<file path="src/hw/pec_pkg.sv">
// pec_pkg: register map, field positions, reset values and tlp codes
// assumes: one classifier per switch port, 32-bit avalon register window
package pec_pkg;
  // register byte offsets
  localparam logic [3:0] PEC_REG_CTRL = 4'h0;
  localparam logic [3:0] PEC_REG_STAT = 4'h4;
  localparam logic [3:0] PEC_REG_LOG = 4'h8;
  localparam logic [3:0] PEC_REG_CNT = 4'hc;
  // control register fields
  localparam int PEC_CTRL_SDC_BIT = 0;
  localparam int PEC_CTRL_ECRC_BIT = 1;
  localparam int PEC_CTRL_MPS_LSB = 2;
  localparam int PEC_CTRL_MAP_LSB = 8;
  // status register fields
  localparam int PEC_STAT_OVF_BIT = 0;
  // reset values
  localparam logic [2:0] PEC_MPS_RST = 3'h0;
  localparam logic [7:0] PEC_MAP_RST = 8'h01;
  // sequence number space
  localparam logic [11:0] PEC_SEQ_HALF = 12'h800;
  // tlp sizes in dwords
  localparam logic [11:0] PEC_HDR3_DW = 12'h003;
  localparam logic [11:0] PEC_HDR4_DW = 12'h004;
  localparam logic [11:0] PEC_LEN0_DW = 12'h400;
  localparam logic [11:0] PEC_MPS_BASE_DW = 12'h020;
  localparam logic [2:0] PEC_MPS_MAX = 3'h5;
  // tlp type codes
  localparam logic [4:0] PEC_TYPE_MEM = 5'h00;
  localparam logic [4:0] PEC_TYPE_MEMLK = 5'h01;
  localparam logic [4:0] PEC_TYPE_IO = 5'h02;
  localparam logic [4:0] PEC_TYPE_CFG0 = 5'h04;
  localparam logic [4:0] PEC_TYPE_CFG1 = 5'h05;
  localparam logic [4:0] PEC_TYPE_CPL = 5'h0a;
  localparam logic [4:0] PEC_TYPE_CPLLK = 5'h0b;
  localparam logic [1:0] PEC_TYPE_MSG_HI = 2'h2;
  localparam logic [2:0] PEC_MSG_ROUTE_MAX = 3'h5;
endpackage

</file>
<file path="src/hw/pec_port_classifier.sv">
// pec_port_classifier: error detection and severity sorting for one switch port
// assumes: event inputs are one-cycle pulses from logic on clk_sys_i,
// and an avalon-mm master that holds each request until waitrequest drops
//
// Decided for this implementation: the Avalon-MM register port and the register addresses.
`timescale 1ns/1ps
`default_nettype none
// Contract
// RULE1: symbol, disparity, decode faults are correctable
// RULE2: framing violations are correctable
// RULE3: training protocol breach is uncorrectable
// RULE4: nullified end-bad tlp is silently dropped
// RULE5: wrong tlp lcrc is correctable
// RULE6: unexpected non-duplicate sequence number is correctable
// RULE7: dllp with bad crc is correctable
// RULE8: flow control init breach is uncorrectable
// RULE9: stray acknak sequence number is uncorrectable
// RULE10: unblocked surprise down fatal when enabled
// RULE11: poisoned tlp nonfatal if local, else correctable
// RULE12: ecrc checked only when enabled and digest
// RULE13: ecrc fail nonfatal if local, else correctable
// RULE14: unsupported request nonfatal; non-posted is correctable
// RULE15: log header for poison, ecrc, ur, unexpected
// RULE16: no requester, so no abort or timeout
// RULE17: overflow sets flag, fatal, no header log
// RULE18: no flow control protocol checking beyond the init breach
// RULE19: malformed tlp is fatal with header log
// RULE20: illegal fmt and type pair is malformed
// RULE21: payload above max payload limit is malformed
// RULE22: length field versus received payload mismatch malformed
// RULE23: digest tlp size mismatch is malformed
// RULE24: io and config request field checks
// RULE25: traffic class must map to channel zero
// RULE26: one-cycle severity pulses plus header log strobe
module pec_port_classifier
  import pec_pkg::*;
#(
  parameter int CNT_W = 8 // width of each severity counter
)(
  // clock and reset
  input wire logic clk_sys_i,
  input wire logic reset_i,
  // avalon-mm register slave
  input wire logic [3:0] avs_address_i,
  input wire logic avs_read_i,
  input wire logic avs_write_i,
  input wire logic [31:0] avs_writedata_i,
  input wire logic [3:0] avs_byteenable_i,
  output logic [31:0] avs_readdata_o,
  output logic avs_waitrequest_o,
  // physical layer events
  input wire logic phy_symbol_err_i,
  input wire logic phy_disparity_err_i,
  input wire logic phy_decode_err_i,
  input wire logic phy_framing_err_i,
  input wire logic phy_training_err_i,
  // data link layer: received tlp end
  input wire logic dll_tlp_end_i,
  input wire logic dll_tlp_endbad_i,
  input wire logic [31:0] dll_lcrc_rx_i,
  input wire logic [31:0] dll_lcrc_calc_i,
  input wire logic [11:0] dll_tlp_seq_i,
  input wire logic [11:0] dll_next_rcv_seq_i,
  // data link layer: dllps, acks and link state
  input wire logic dll_dllp_end_i,
  input wire logic [15:0] dll_dllp_crc_rx_i,
  input wire logic [15:0] dll_dllp_crc_calc_i,
  input wire logic dll_acknak_i,
  input wire logic [11:0] dll_acknak_seq_i,
  input wire logic [11:0] dll_ackd_seq_i,
  input wire logic [11:0] dll_next_tx_seq_i,
  input wire logic dll_fc_init_err_i,
  input wire logic dll_surprise_down_i,
  input wire logic dll_surprise_blocked_i,
  // transaction layer: ingress tlp header and side flags
  input wire logic tlp_valid_i,
  input wire logic [1:0] tlp_fmt_i,
  input wire logic [4:0] tlp_type_i,
  input wire logic [2:0] tlp_tc_i,
  input wire logic [1:0] tlp_attr_i,
  input wire logic tlp_td_i,
  input wire logic tlp_ep_i,
  input wire logic [9:0] tlp_length_i,
  input wire logic [3:0] tlp_last_be_i,
  input wire logic [10:0] tlp_rx_dw_i,
  input wire logic tlp_ecrc_bad_i,
  input wire logic tlp_ur_i,
  input wire logic tlp_unexp_cpl_i,
  input wire logic tlp_local_i,
  input wire logic rx_overflow_i,
  // transaction layer: egress traffic class
  input wire logic egr_valid_i,
  input wire logic [2:0] egr_tc_i,
  // classified outputs
  output logic err_cor_o,
  output logic err_nonfatal_o,
  output logic err_fatal_o,
  output logic hdr_log_o,
  output logic tlp_drop_o,
  output logic tlp_accept_o
);
  // parameter check
  if (CNT_W < 1 || CNT_W > 10) begin : g_bad_cnt_w
    $error("CNT_W must lie in 1..10");
  end

  // control and status state
  logic sdc_en_reg, sdc_en_next; // surprise-down checking
  logic ecrc_en_reg, ecrc_en_next; // ecrc checking
  logic [2:0] max_payload_limit_reg, max_payload_limit_next;
  logic [7:0] traffic_class_channel_map_reg, traffic_class_channel_map_next;
  logic receiver_overflow_flag_reg, receiver_overflow_flag_next;
  logic [19:0] log_reg, log_next; // last logged header fields
  logic [CNT_W-1:0] cnt_reg [3], cnt_next [3]; // cor, nonfatal, fatal counts
  // pulse outputs
  logic cor_reg, cor_next, nf_reg, nf_next, fat_reg, fat_next;
  logic log_stb_reg, log_stb_next, drop_reg, drop_next, acc_reg, acc_next;
  // bus state
  logic ack_reg, ack_next;
  logic [31:0] rdata_reg, rdata_next;
  // decoded bus strobes
  logic wr_go;
  // checker verdicts
  logic malformed, nonposted;
  // per-layer events
  logic phy_cor, phy_unc;
  logic nullified, lcrc_bad, seq_dup, seq_bad, dllp_bad, acknak_bad, sd_fatal, dll_unc;
  logic ecrc_chk, tl_mal, tl_ecrc, tl_ep, tl_ur, tl_ucpl;
  logic tl_cor, tl_nf, tl_fat, tl_log, egr_mal;
  logic [11:0] seq_dist, ack_dist, out_dist;

  // ingress malformed checks live in their own block
  pec_tlp_check u_check (
    .fmt_i(tlp_fmt_i),
    .type_i(tlp_type_i),
    .tc_i(tlp_tc_i),
    .attr_i(tlp_attr_i),
    .td_i(tlp_td_i),
    .length_i(tlp_length_i),
    .last_be_i(tlp_last_be_i),
    .rx_dw_i(tlp_rx_dw_i),
    .mps_i(max_payload_limit_reg),
    .tc_map_i(traffic_class_channel_map_reg),
    .malformed_o(malformed),
    .nonposted_o(nonposted)
  );

  // physical layer sorting; uncorrectable faults default to fatal severity
  always_comb begin
    phy_cor = phy_symbol_err_i | phy_disparity_err_i | phy_decode_err_i; // [RULE1]
    phy_cor = phy_cor | phy_framing_err_i; // [RULE2]
    phy_unc = phy_training_err_i; // [RULE3]
  end

  // data link layer checks
  always_comb begin
    // end-bad tlp whose lcrc is not the inverted computed one: dropped without any error
    nullified = dll_tlp_end_i && dll_tlp_endbad_i && (dll_lcrc_rx_i != ~dll_lcrc_calc_i); // [RULE4]
    lcrc_bad = dll_tlp_end_i && !nullified && (dll_lcrc_rx_i != dll_lcrc_calc_i); // [RULE5]
    // duplicates sit up to half the sequence space behind the expected value
    seq_dist = dll_next_rcv_seq_i - dll_tlp_seq_i;
    seq_dup = (seq_dist != 12'h000) && (seq_dist <= PEC_SEQ_HALF);
    seq_bad = dll_tlp_end_i && !nullified && !lcrc_bad && (seq_dist != 12'h000) && !seq_dup; // [RULE6]
    dllp_bad = dll_dllp_end_i && (dll_dllp_crc_rx_i != dll_dllp_crc_calc_i); // [RULE7]
    // an ack must name ackd_seq or a tlp still waiting for its ack
    ack_dist = dll_acknak_seq_i - dll_ackd_seq_i;
    out_dist = dll_next_tx_seq_i - dll_ackd_seq_i;
    acknak_bad = dll_acknak_i && (ack_dist != 12'h000) && (ack_dist >= out_dist); // [RULE9]
    sd_fatal = dll_surprise_down_i && !dll_surprise_blocked_i && sdc_en_reg; // [RULE10]
    // flow control init breach by the partner; no later fc protocol checks exist
    dll_unc = dll_fc_init_err_i | acknak_bad; // [RULE8] [RULE18]
  end

  // transaction layer: one verdict per tlp, malformed first, then ecrc,
  // poison, ur, unexpected completion; only the first is reported
  always_comb begin
    ecrc_chk = ecrc_en_reg && tlp_td_i; // [RULE12]
    tl_mal = tlp_valid_i && malformed; // [RULE19]
    tl_ecrc = tlp_valid_i && !tl_mal && ecrc_chk && tlp_ecrc_bad_i;
    tl_ep = tlp_valid_i && !tl_mal && !tl_ecrc && tlp_ep_i;
    tl_ur = tlp_valid_i && !tl_mal && !tl_ecrc && !tl_ep && tlp_ur_i;
    tl_ucpl = tlp_valid_i && !tl_mal && !tl_ecrc && !tl_ep && !tl_ur && tlp_unexp_cpl_i;
    // advisory cases go out as correctable
    tl_nf = (tl_ecrc && tlp_local_i) || (tl_ep && tlp_local_i) || (tl_ur && !nonposted); // [RULE11] [RULE13] [RULE14]
    tl_cor = (tl_ecrc && !tlp_local_i) || (tl_ep && !tlp_local_i) || (tl_ur && nonposted) || tl_ucpl; // [RULE11] [RULE13] [RULE14]
    // egress side only checks the traffic class map; no header is held there
    egr_mal = egr_valid_i && !traffic_class_channel_map_reg[egr_tc_i]; // [RULE25]
    // the port never issues non-posted requests, so no abort or timeout source
    tl_fat = tl_mal || rx_overflow_i || egr_mal; // [RULE16] [RULE17]
    tl_log = tl_mal || tl_ecrc || tl_ep || tl_ur || tl_ucpl; // [RULE15] [RULE19]
  end

  // bus decode: one wait cycle, then the request completes
  always_comb begin
    ack_next = (avs_read_i || avs_write_i) && !ack_reg;
    avs_waitrequest_o = (avs_read_i || avs_write_i) && !ack_reg;
    wr_go = avs_write_i && ack_reg;
  end

  // next state for registers, pulses and read data
  always_comb begin
    sdc_en_next = sdc_en_reg;
    ecrc_en_next = ecrc_en_reg;
    max_payload_limit_next = max_payload_limit_reg;
    traffic_class_channel_map_next = traffic_class_channel_map_reg;
    // software writes to control
    if (wr_go && avs_address_i == PEC_REG_CTRL) begin
      if (avs_byteenable_i[0]) begin
        sdc_en_next = avs_writedata_i[PEC_CTRL_SDC_BIT];
        ecrc_en_next = avs_writedata_i[PEC_CTRL_ECRC_BIT];
        max_payload_limit_next = avs_writedata_i[PEC_CTRL_MPS_LSB +: 3];
      end
      if (avs_byteenable_i[1]) begin
        traffic_class_channel_map_next = avs_writedata_i[PEC_CTRL_MAP_LSB +: 8];
      end
    end
    // overflow flag: write one to clear, a new overflow wins over the clear
    receiver_overflow_flag_next = receiver_overflow_flag_reg;
    if (wr_go && avs_address_i == PEC_REG_STAT && avs_byteenable_i[0] && avs_writedata_i[PEC_STAT_OVF_BIT]) begin
      receiver_overflow_flag_next = 1'b0;
    end
    if (rx_overflow_i) begin
      receiver_overflow_flag_next = 1'b1; // [RULE17]
    end
    // severity pulses, one cycle after the cause
    cor_next = phy_cor || lcrc_bad || seq_bad || dllp_bad || tl_cor; // [RULE26]
    nf_next = tl_nf; // [RULE26]
    fat_next = phy_unc || dll_unc || sd_fatal || tl_fat; // [RULE26]
    log_stb_next = tl_log; // [RULE26]
    drop_next = nullified; // [RULE4]
    acc_next = dll_tlp_end_i && !nullified && !lcrc_bad && (seq_dist == 12'h000);
    // capture the header that was logged
    log_next = log_reg;
    if (tl_log) begin
      log_next = {tlp_fmt_i, tlp_type_i, tlp_tc_i, tlp_length_i};
    end
    // saturating counters, cleared by a write; a count in the same cycle wins
    for (int i = 0; i < 3; i++) begin
      cnt_next[i] = cnt_reg[i];
      if (wr_go && avs_address_i == PEC_REG_CNT) begin
        cnt_next[i] = '0;
      end
    end
    if (cor_next && cnt_reg[0] != '1) begin
      cnt_next[0] = cnt_reg[0] + 1'b1;
    end
    if (nf_next && cnt_reg[1] != '1) begin
      cnt_next[1] = cnt_reg[1] + 1'b1;
    end
    if (fat_next && cnt_reg[2] != '1) begin
      cnt_next[2] = cnt_reg[2] + 1'b1;
    end
    // read data is prepared during the wait cycle; unmapped reads return zero
    rdata_next = rdata_reg;
    if (avs_read_i && !ack_reg) begin
      case (avs_address_i)
        PEC_REG_CTRL: rdata_next = {16'h0000, traffic_class_channel_map_reg, 3'h0,
                                    max_payload_limit_reg, ecrc_en_reg, sdc_en_reg};
        PEC_REG_STAT: rdata_next = {31'h0, receiver_overflow_flag_reg};
        PEC_REG_LOG: rdata_next = {12'h000, log_reg};
        PEC_REG_CNT: rdata_next = {2'h0, 10'(cnt_reg[2]), 10'(cnt_reg[1]), 10'(cnt_reg[0])};
        default: rdata_next = 32'h0000_0000;
      endcase
    end
  end

  // all state registers; reset gives a quiet port with surprise-down and ecrc checks off
  always_ff @(posedge clk_sys_i or posedge reset_i) begin
    if (reset_i) begin
      sdc_en_reg <= 1'b0;
      ecrc_en_reg <= 1'b0;
      max_payload_limit_reg <= PEC_MPS_RST;
      traffic_class_channel_map_reg <= PEC_MAP_RST;
      receiver_overflow_flag_reg <= 1'b0;
      log_reg <= 20'h00000;
      for (int i = 0; i < 3; i++) begin
        cnt_reg[i] <= '0;
      end
      cor_reg <= 1'b0;
      nf_reg <= 1'b0;
      fat_reg <= 1'b0;
      log_stb_reg <= 1'b0;
      drop_reg <= 1'b0;
      acc_reg <= 1'b0;
      ack_reg <= 1'b0;
      rdata_reg <= 32'h0000_0000;
    end else begin
      sdc_en_reg <= sdc_en_next;
      ecrc_en_reg <= ecrc_en_next;
      max_payload_limit_reg <= max_payload_limit_next;
      traffic_class_channel_map_reg <= traffic_class_channel_map_next;
      receiver_overflow_flag_reg <= receiver_overflow_flag_next;
      log_reg <= log_next;
      for (int i = 0; i < 3; i++) begin
        cnt_reg[i] <= cnt_next[i];
      end
      cor_reg <= cor_next;
      nf_reg <= nf_next;
      fat_reg <= fat_next;
      log_stb_reg <= log_stb_next;
      drop_reg <= drop_next;
      acc_reg <= acc_next;
      ack_reg <= ack_next;
      rdata_reg <= rdata_next;
    end
  end

  // outputs straight from flip-flops
  always_comb begin
    err_cor_o = cor_reg;
    err_nonfatal_o = nf_reg;
    err_fatal_o = fat_reg;
    hdr_log_o = log_stb_reg;
    tlp_drop_o = drop_reg;
    tlp_accept_o = acc_reg;
    avs_readdata_o = rdata_reg;
  end
endmodule
`default_nettype wire

</file>
<file path="src/hw/pec_tlp_check.sv">
// pec_tlp_check: combinational malformed checks on one ingress tlp header
// assumes: fields are stable while the caller samples the verdicts
`timescale 1ns/1ps
`default_nettype none
module pec_tlp_check
  import pec_pkg::*;
(
  // header fields
  input wire logic [1:0] fmt_i,
  input wire logic [4:0] type_i,
  input wire logic [2:0] tc_i,
  input wire logic [1:0] attr_i,
  input wire logic td_i,
  input wire logic [9:0] length_i,
  input wire logic [3:0] last_be_i,
  input wire logic [10:0] rx_dw_i,
  // port settings
  input wire logic [2:0] mps_i,
  input wire logic [7:0] tc_map_i,
  // verdicts
  output logic malformed_o,
  output logic nonposted_o
);
  logic fmt_ok; // fmt and type form a legal pair
  logic [11:0] len_dw; // length field in dwords, zero means 1024
  logic [11:0] hdr_dw; // header size
  logic [11:0] ecrc_dw; // digest size
  logic [11:0] pay_dw; // payload actually received
  logic [11:0] mps_dw; // payload limit in dwords
  logic [2:0] mps_eff; // reserved encodings clamp to the largest
  logic io_cfg; // io or configuration request
  logic posted; // memory write or message
  logic bad_fmt, bad_mps, bad_len, bad_ecrc, bad_iocfg, bad_tc;

  // legal fmt values per type; messages also need a defined routing code
  always_comb begin
    case (type_i)
      PEC_TYPE_MEM: fmt_ok = 1'b1;
      PEC_TYPE_MEMLK: fmt_ok = ~fmt_i[1];
      PEC_TYPE_IO, PEC_TYPE_CFG0, PEC_TYPE_CFG1, PEC_TYPE_CPL, PEC_TYPE_CPLLK: fmt_ok = ~fmt_i[0];
      default: fmt_ok = (type_i[4:3] == PEC_TYPE_MSG_HI) && fmt_i[0] && (type_i[2:0] <= PEC_MSG_ROUTE_MAX);
    endcase
  end

  // size arithmetic; a short frame wraps pay_dw high and fails the length match
  always_comb begin
    len_dw = (length_i == 10'h000) ? PEC_LEN0_DW : {2'h0, length_i};
    hdr_dw = fmt_i[0] ? PEC_HDR4_DW : PEC_HDR3_DW;
    ecrc_dw = {11'h000, td_i};
    pay_dw = {1'b0, rx_dw_i} - hdr_dw - ecrc_dw;
    mps_eff = (mps_i > PEC_MPS_MAX) ? PEC_MPS_MAX : mps_i;
    mps_dw = PEC_MPS_BASE_DW << mps_eff;
    io_cfg = (type_i == PEC_TYPE_IO) || (type_i == PEC_TYPE_CFG0) || (type_i == PEC_TYPE_CFG1);
    posted = (type_i[4:3] == PEC_TYPE_MSG_HI) || ((type_i == PEC_TYPE_MEM) && fmt_i[1]);
  end

  // individual checks, or-ed into one verdict
  always_comb begin
    bad_fmt = ~fmt_ok; // [RULE20]
    bad_mps = fmt_i[1] && (len_dw > mps_dw); // [RULE21]
    bad_len = fmt_i[1] && (pay_dw != len_dw); // [RULE22]
    bad_ecrc = td_i && ({1'b0, rx_dw_i} != hdr_dw + (fmt_i[1] ? len_dw : 12'h000) + ecrc_dw); // [RULE23]
    bad_iocfg = io_cfg && ((len_dw != 12'h001) || (tc_i != 3'h0) || (attr_i != 2'h0) || (last_be_i != 4'h0)); // [RULE24]
    bad_tc = ~tc_map_i[tc_i]; // [RULE25]
    malformed_o = bad_fmt | bad_mps | bad_len | bad_ecrc | bad_iocfg | bad_tc;
    nonposted_o = ~posted && (type_i != PEC_TYPE_CPL) && (type_i != PEC_TYPE_CPLLK);
  end
endmodule
`default_nettype wire

</file>
<file path="config.mk">
export PLATFORM = sky130hd
export DESIGN_NAME = pec_port_classifier
export DESIGN_NICKNAME = d
export VERILOG_FILES = /design/src/hw/pec_pkg.sv /design/src/hw/pec_port_classifier.sv /design/src/hw/pec_tlp_check.sv
export SDC_FILE = /design/constraint.sdc
export NUM_CORES = 1
export LEC_CHECK = 0
export ABC_AREA = 1
export BUFFER_PORTS_ARGS = -buffer_cell sky130_fd_sc_hd__buf_2
export CORE_ASPECT_RATIO = 1.1
export CORE_UTILIZATION = 39
export DETAILED_ROUTE_END_ITERATION = 12
export PLACE_DENSITY_LB_ADDON = 0.25
export SYNTH_ARGS = -nofsm -noshare
export SYNTH_HDL_FRONTEND = slang
export SYNTH_HIERARCHICAL = 1
export SYNTH_SLANG_ARGS = --single-unit
</file>
<file path="constraint.sdc">
create_clock -name clk_sys_i -period 3.2 [get_ports clk_sys_i]
set_input_delay 0.48 -clock clk_sys_i [delete_from_list [all_inputs] [get_ports clk_sys_i]]
set_output_delay 0.48 -clock clk_sys_i [all_outputs]
set_load 0.03 [all_outputs]
</file>
==> reports/results.tsv <==
metric	value	unit
multi_input_area	5970	um^2
grt_max_degree	56	
end_kind	flip-flop	
worstPathArrival	4.21	ns
drt_wl_total	28200	um
num_rows	58	
power_density	378	nW/um^2
largest_reg_flops	28	
place_congestion	0.886	
io_pins	300	
wl_per_cell	13.4	um
fin_util	53.8	%
detail_route.iter0.violations	379	
period_share	123	%
path_max_fanout	8	
cts_root_buffer	clkbuf_16	
n_fill_cell	2326	
ys_seq_area_share	25.8	%
p_comb_share	41.9	%
setup_tns	-27.52	ns
die_x	147	um
layout_common_cells	nand2_1 (397), buf_2 (273), inv_1 (239), nor2_1 (165), buf_4 (103)	
setup_ws	-0.724	ns
synth_edf_count	0	
syn_area	9020	um^2
hold_violations	0	
track_usage	24.0	%
htreeDepth	3	
avgSynthCellArea	6.39	um^2
hp-class	in -> async	
period_needed	3.92	ns
synth_warnings	6	
seqPwrFrac	34.2	%
ys.flop_type	dfrtp_1	
nets	2124	
grt_pass1_vias	9797	
antenna_found_initial	6	
grt.overflow.total	0	
grt_pass1_wl	45900	um
relSlewSlack	46.3	%
numCtsBuffers	9	
area_delta_synth_final	35.8	%
syn_inst	1413	
ys_ff_latch	93	
io_buffers	274	
peakVddDrop	0.277	mV
rsz0062_at_grt	true	
dieArea	23800	um^2
violations	negative setup slack	
synth_cell_types	47	
initial_utilization	39.6	%
total_power	4.63	mW
crit_path_start_kind	primary input	
clk_latency	0.35	ns
viasPerCell	4.81	
maxCapViolations	0	
synthArstFlopShare	100	%
slew_viol_final	0	
p_clk_share	24.0	%
drive_gt1_share	28.0	%
hold_buffers	0	
die_h	162	um
switching_share	38.1	%
fin_skew	0.0114	ns
vias	10100	
worstPathRequired	3.49	ns
p_leak	6.99	nW
status	finished with violations	
p_int	2.86	mW
layout_commonest_cell	nand2_1	
drtPass1Iterations	5	
clk_pin_slew	0.07	ns
worstMarginPinSlew	0.804	ns
cts_tree	done	
cts.sinks	93	
setup_viol	48	
p_sw	1.76	mW
seq_area	2330	um^2
coreArea	22800	um^2
max_freq	0.255	GHz
crit_type	in -> reg	
drc_errors	0	
ant_nets	0	
hpwl	23100	um
cts_max_path_buffers	2	
==> what timing repair did <==
item | CTS | global route
gates cloned | 3 | 2
resized for setup | 23 | 64
buffers inserted | 10 | 5
hold endpoints to repair | 0 | 0
pin swaps | 18 | 20
endpoints found under the setup margin | 48 | 48
==> synth_stat cells, types with 2 or more instances <==
cell type	n	share of area, %
xnor2_1	17	1.6
a21o_1	2	0.17
a21oi_1	44	2.4
buf_2	2	0.11
o21ai_0	71	3.9
nor2_1	166	6.9
a211oi_1	2	0.17
mux2_2	12	1.5
o2111ai_1	2	0.19
nand2_1	409	17
nor4_1	4	0.28
nand2_4	4	0.50
or2_2	9	0.62
clkbuf_1	16	0.67
nand2_2	7	0.49
xnor3_1	3	0.75
o211ai_1	2	0.17
nor3_1	14	0.78
nor2_2	3	0.21
inv_1	247	10
nor3b_1	2	0.17
o22ai_1	21	1.5
ha_1	61	8.5
xor2_1	29	2.8
nand3_1	94	5.2
inv_2	3	0.12
nand4_1	26	1.8
o21bai_1	4	0.33
buf_4	4	0.33
o31ai_1	2	0.17
a221oi_1	3	0.29
fa_1	6	1.3
dfrtp_1	92	26
nand3b_1	15	1.2
nand3_2	3	0.33
==> worst paths after layout <==
kind	start	to	slack [ns]	depth (start not counted)
setup / recovery	tlp_fmt_i[0]	cnt_reg[16]	-0.72	25
hold / removal	reset_i	avs_readdata_o[25]	0.23	2
setup reg to reg	max_payload_limit_reg[1]	cnt_reg[16]	-0.06	26
hold reg to reg	ack_reg	ack_reg	0.47	1
max in group asynchronous	reset_i	traffic_class_channel_map_reg[0]	2.17	3
min in group clk_sys_i	avs_writedata_i[12]	traffic_class_channel_map_reg[4]	0.34	3
==> area by class of cell <==
cell class                 count  share of cell area [%]
tap                          300                    3.06
clock buffer                  11                    1.98
antenna                        2                  0.0408
inverter                     250                    7.71
timing repair buffer         390                    19.0
clock inverter                 5                   0.531
sequential                    93                    19.0
multi-input combinational   1052                    48.7
==> metrics by stage <==
step           instances  hold slack, ns  setup WS, ns  instance area [um^2]
5_1_grt             2102           0.313         -1.03                 12200
3_5_place_dp        2068           0.464         -1.00                 11500
4_1_cts             2097           0.261        -0.511                 12000
6_report            2103           0.231        -0.724                 12300
2_1_floorplan       1416           0.469        -0.564                  9080
3_3_place_gp        2068           0.446        -0.885                 11500
==> power groups by stage <==
stage / clock, mW / combinational (mW) / sequential, mW
2_1_floorplan: 0 / 1.18 / 1.60
3_3_place_gp: 0 / 1.80 / 1.58
4_1_cts: 1.13 / 1.89 / 1.58
3_5_place_dp: 0 / 1.84 / 1.59
5_1_grt: 1.18 / 2.20 / 1.61
6_report: 1.11 / 1.94 / 1.58
==> per-layer routing <==
layer  vias to the layer above  wire (um)  track usage [%]  share of wire, %
met5                         -         41                0              0.15
met4                         6        654             8.11               2.3
met3                        57       1710             4.41               6.1
met2                       304      13500             41.8                48
met1                      4498      12300             29.7                44
li1                       5247          -                -                 -
==> worst max-delay path, stage by stage <==
cell	delay (ns)
buf_8	0.10
buf_4	0.16
fa_1	0.47
fa_2	0.39
inv_1	0.10
nand2_1	0.11
a21oi_4	0.22
nand2_1	0.11
nand3_1	0.10
nand3_1	0.08
nor2_1	0.10
nand3_1	0.13
a21oi_1	0.28
nand2_4	0.12
nor2_4	0.10
nand4_1	0.18
nand4_1	0.17
nand4_1	0.13
a21oi_2	0.12
nand2_1	0.07
inv_2	0.10
nand2_4	0.11
nand2_8	0.12
nand3_1	0.08
nand2_1	0.08
==> logic make-up (layout without fill, tap and decap cells) <==
family / count (synthesis) / after routing / synth area share, %
XOR/XNOR: 49 / 49 / 5.21
AND/OR/NAND/NOR: 759 / 762 / 36.0
AO/OA/AOI/OAI: 158 / 158 / 9.87
flip-flops: 93 / 93 / 25.8
adder cells (fa/ha/maj): 67 / 67 / 9.79
multiplexers: 12 / 12 / 1.50
other: 1 / 6 / 0.0416
buffers and inverters: 274 / 656 / 11.8
(Power assumes the default switching activity.)
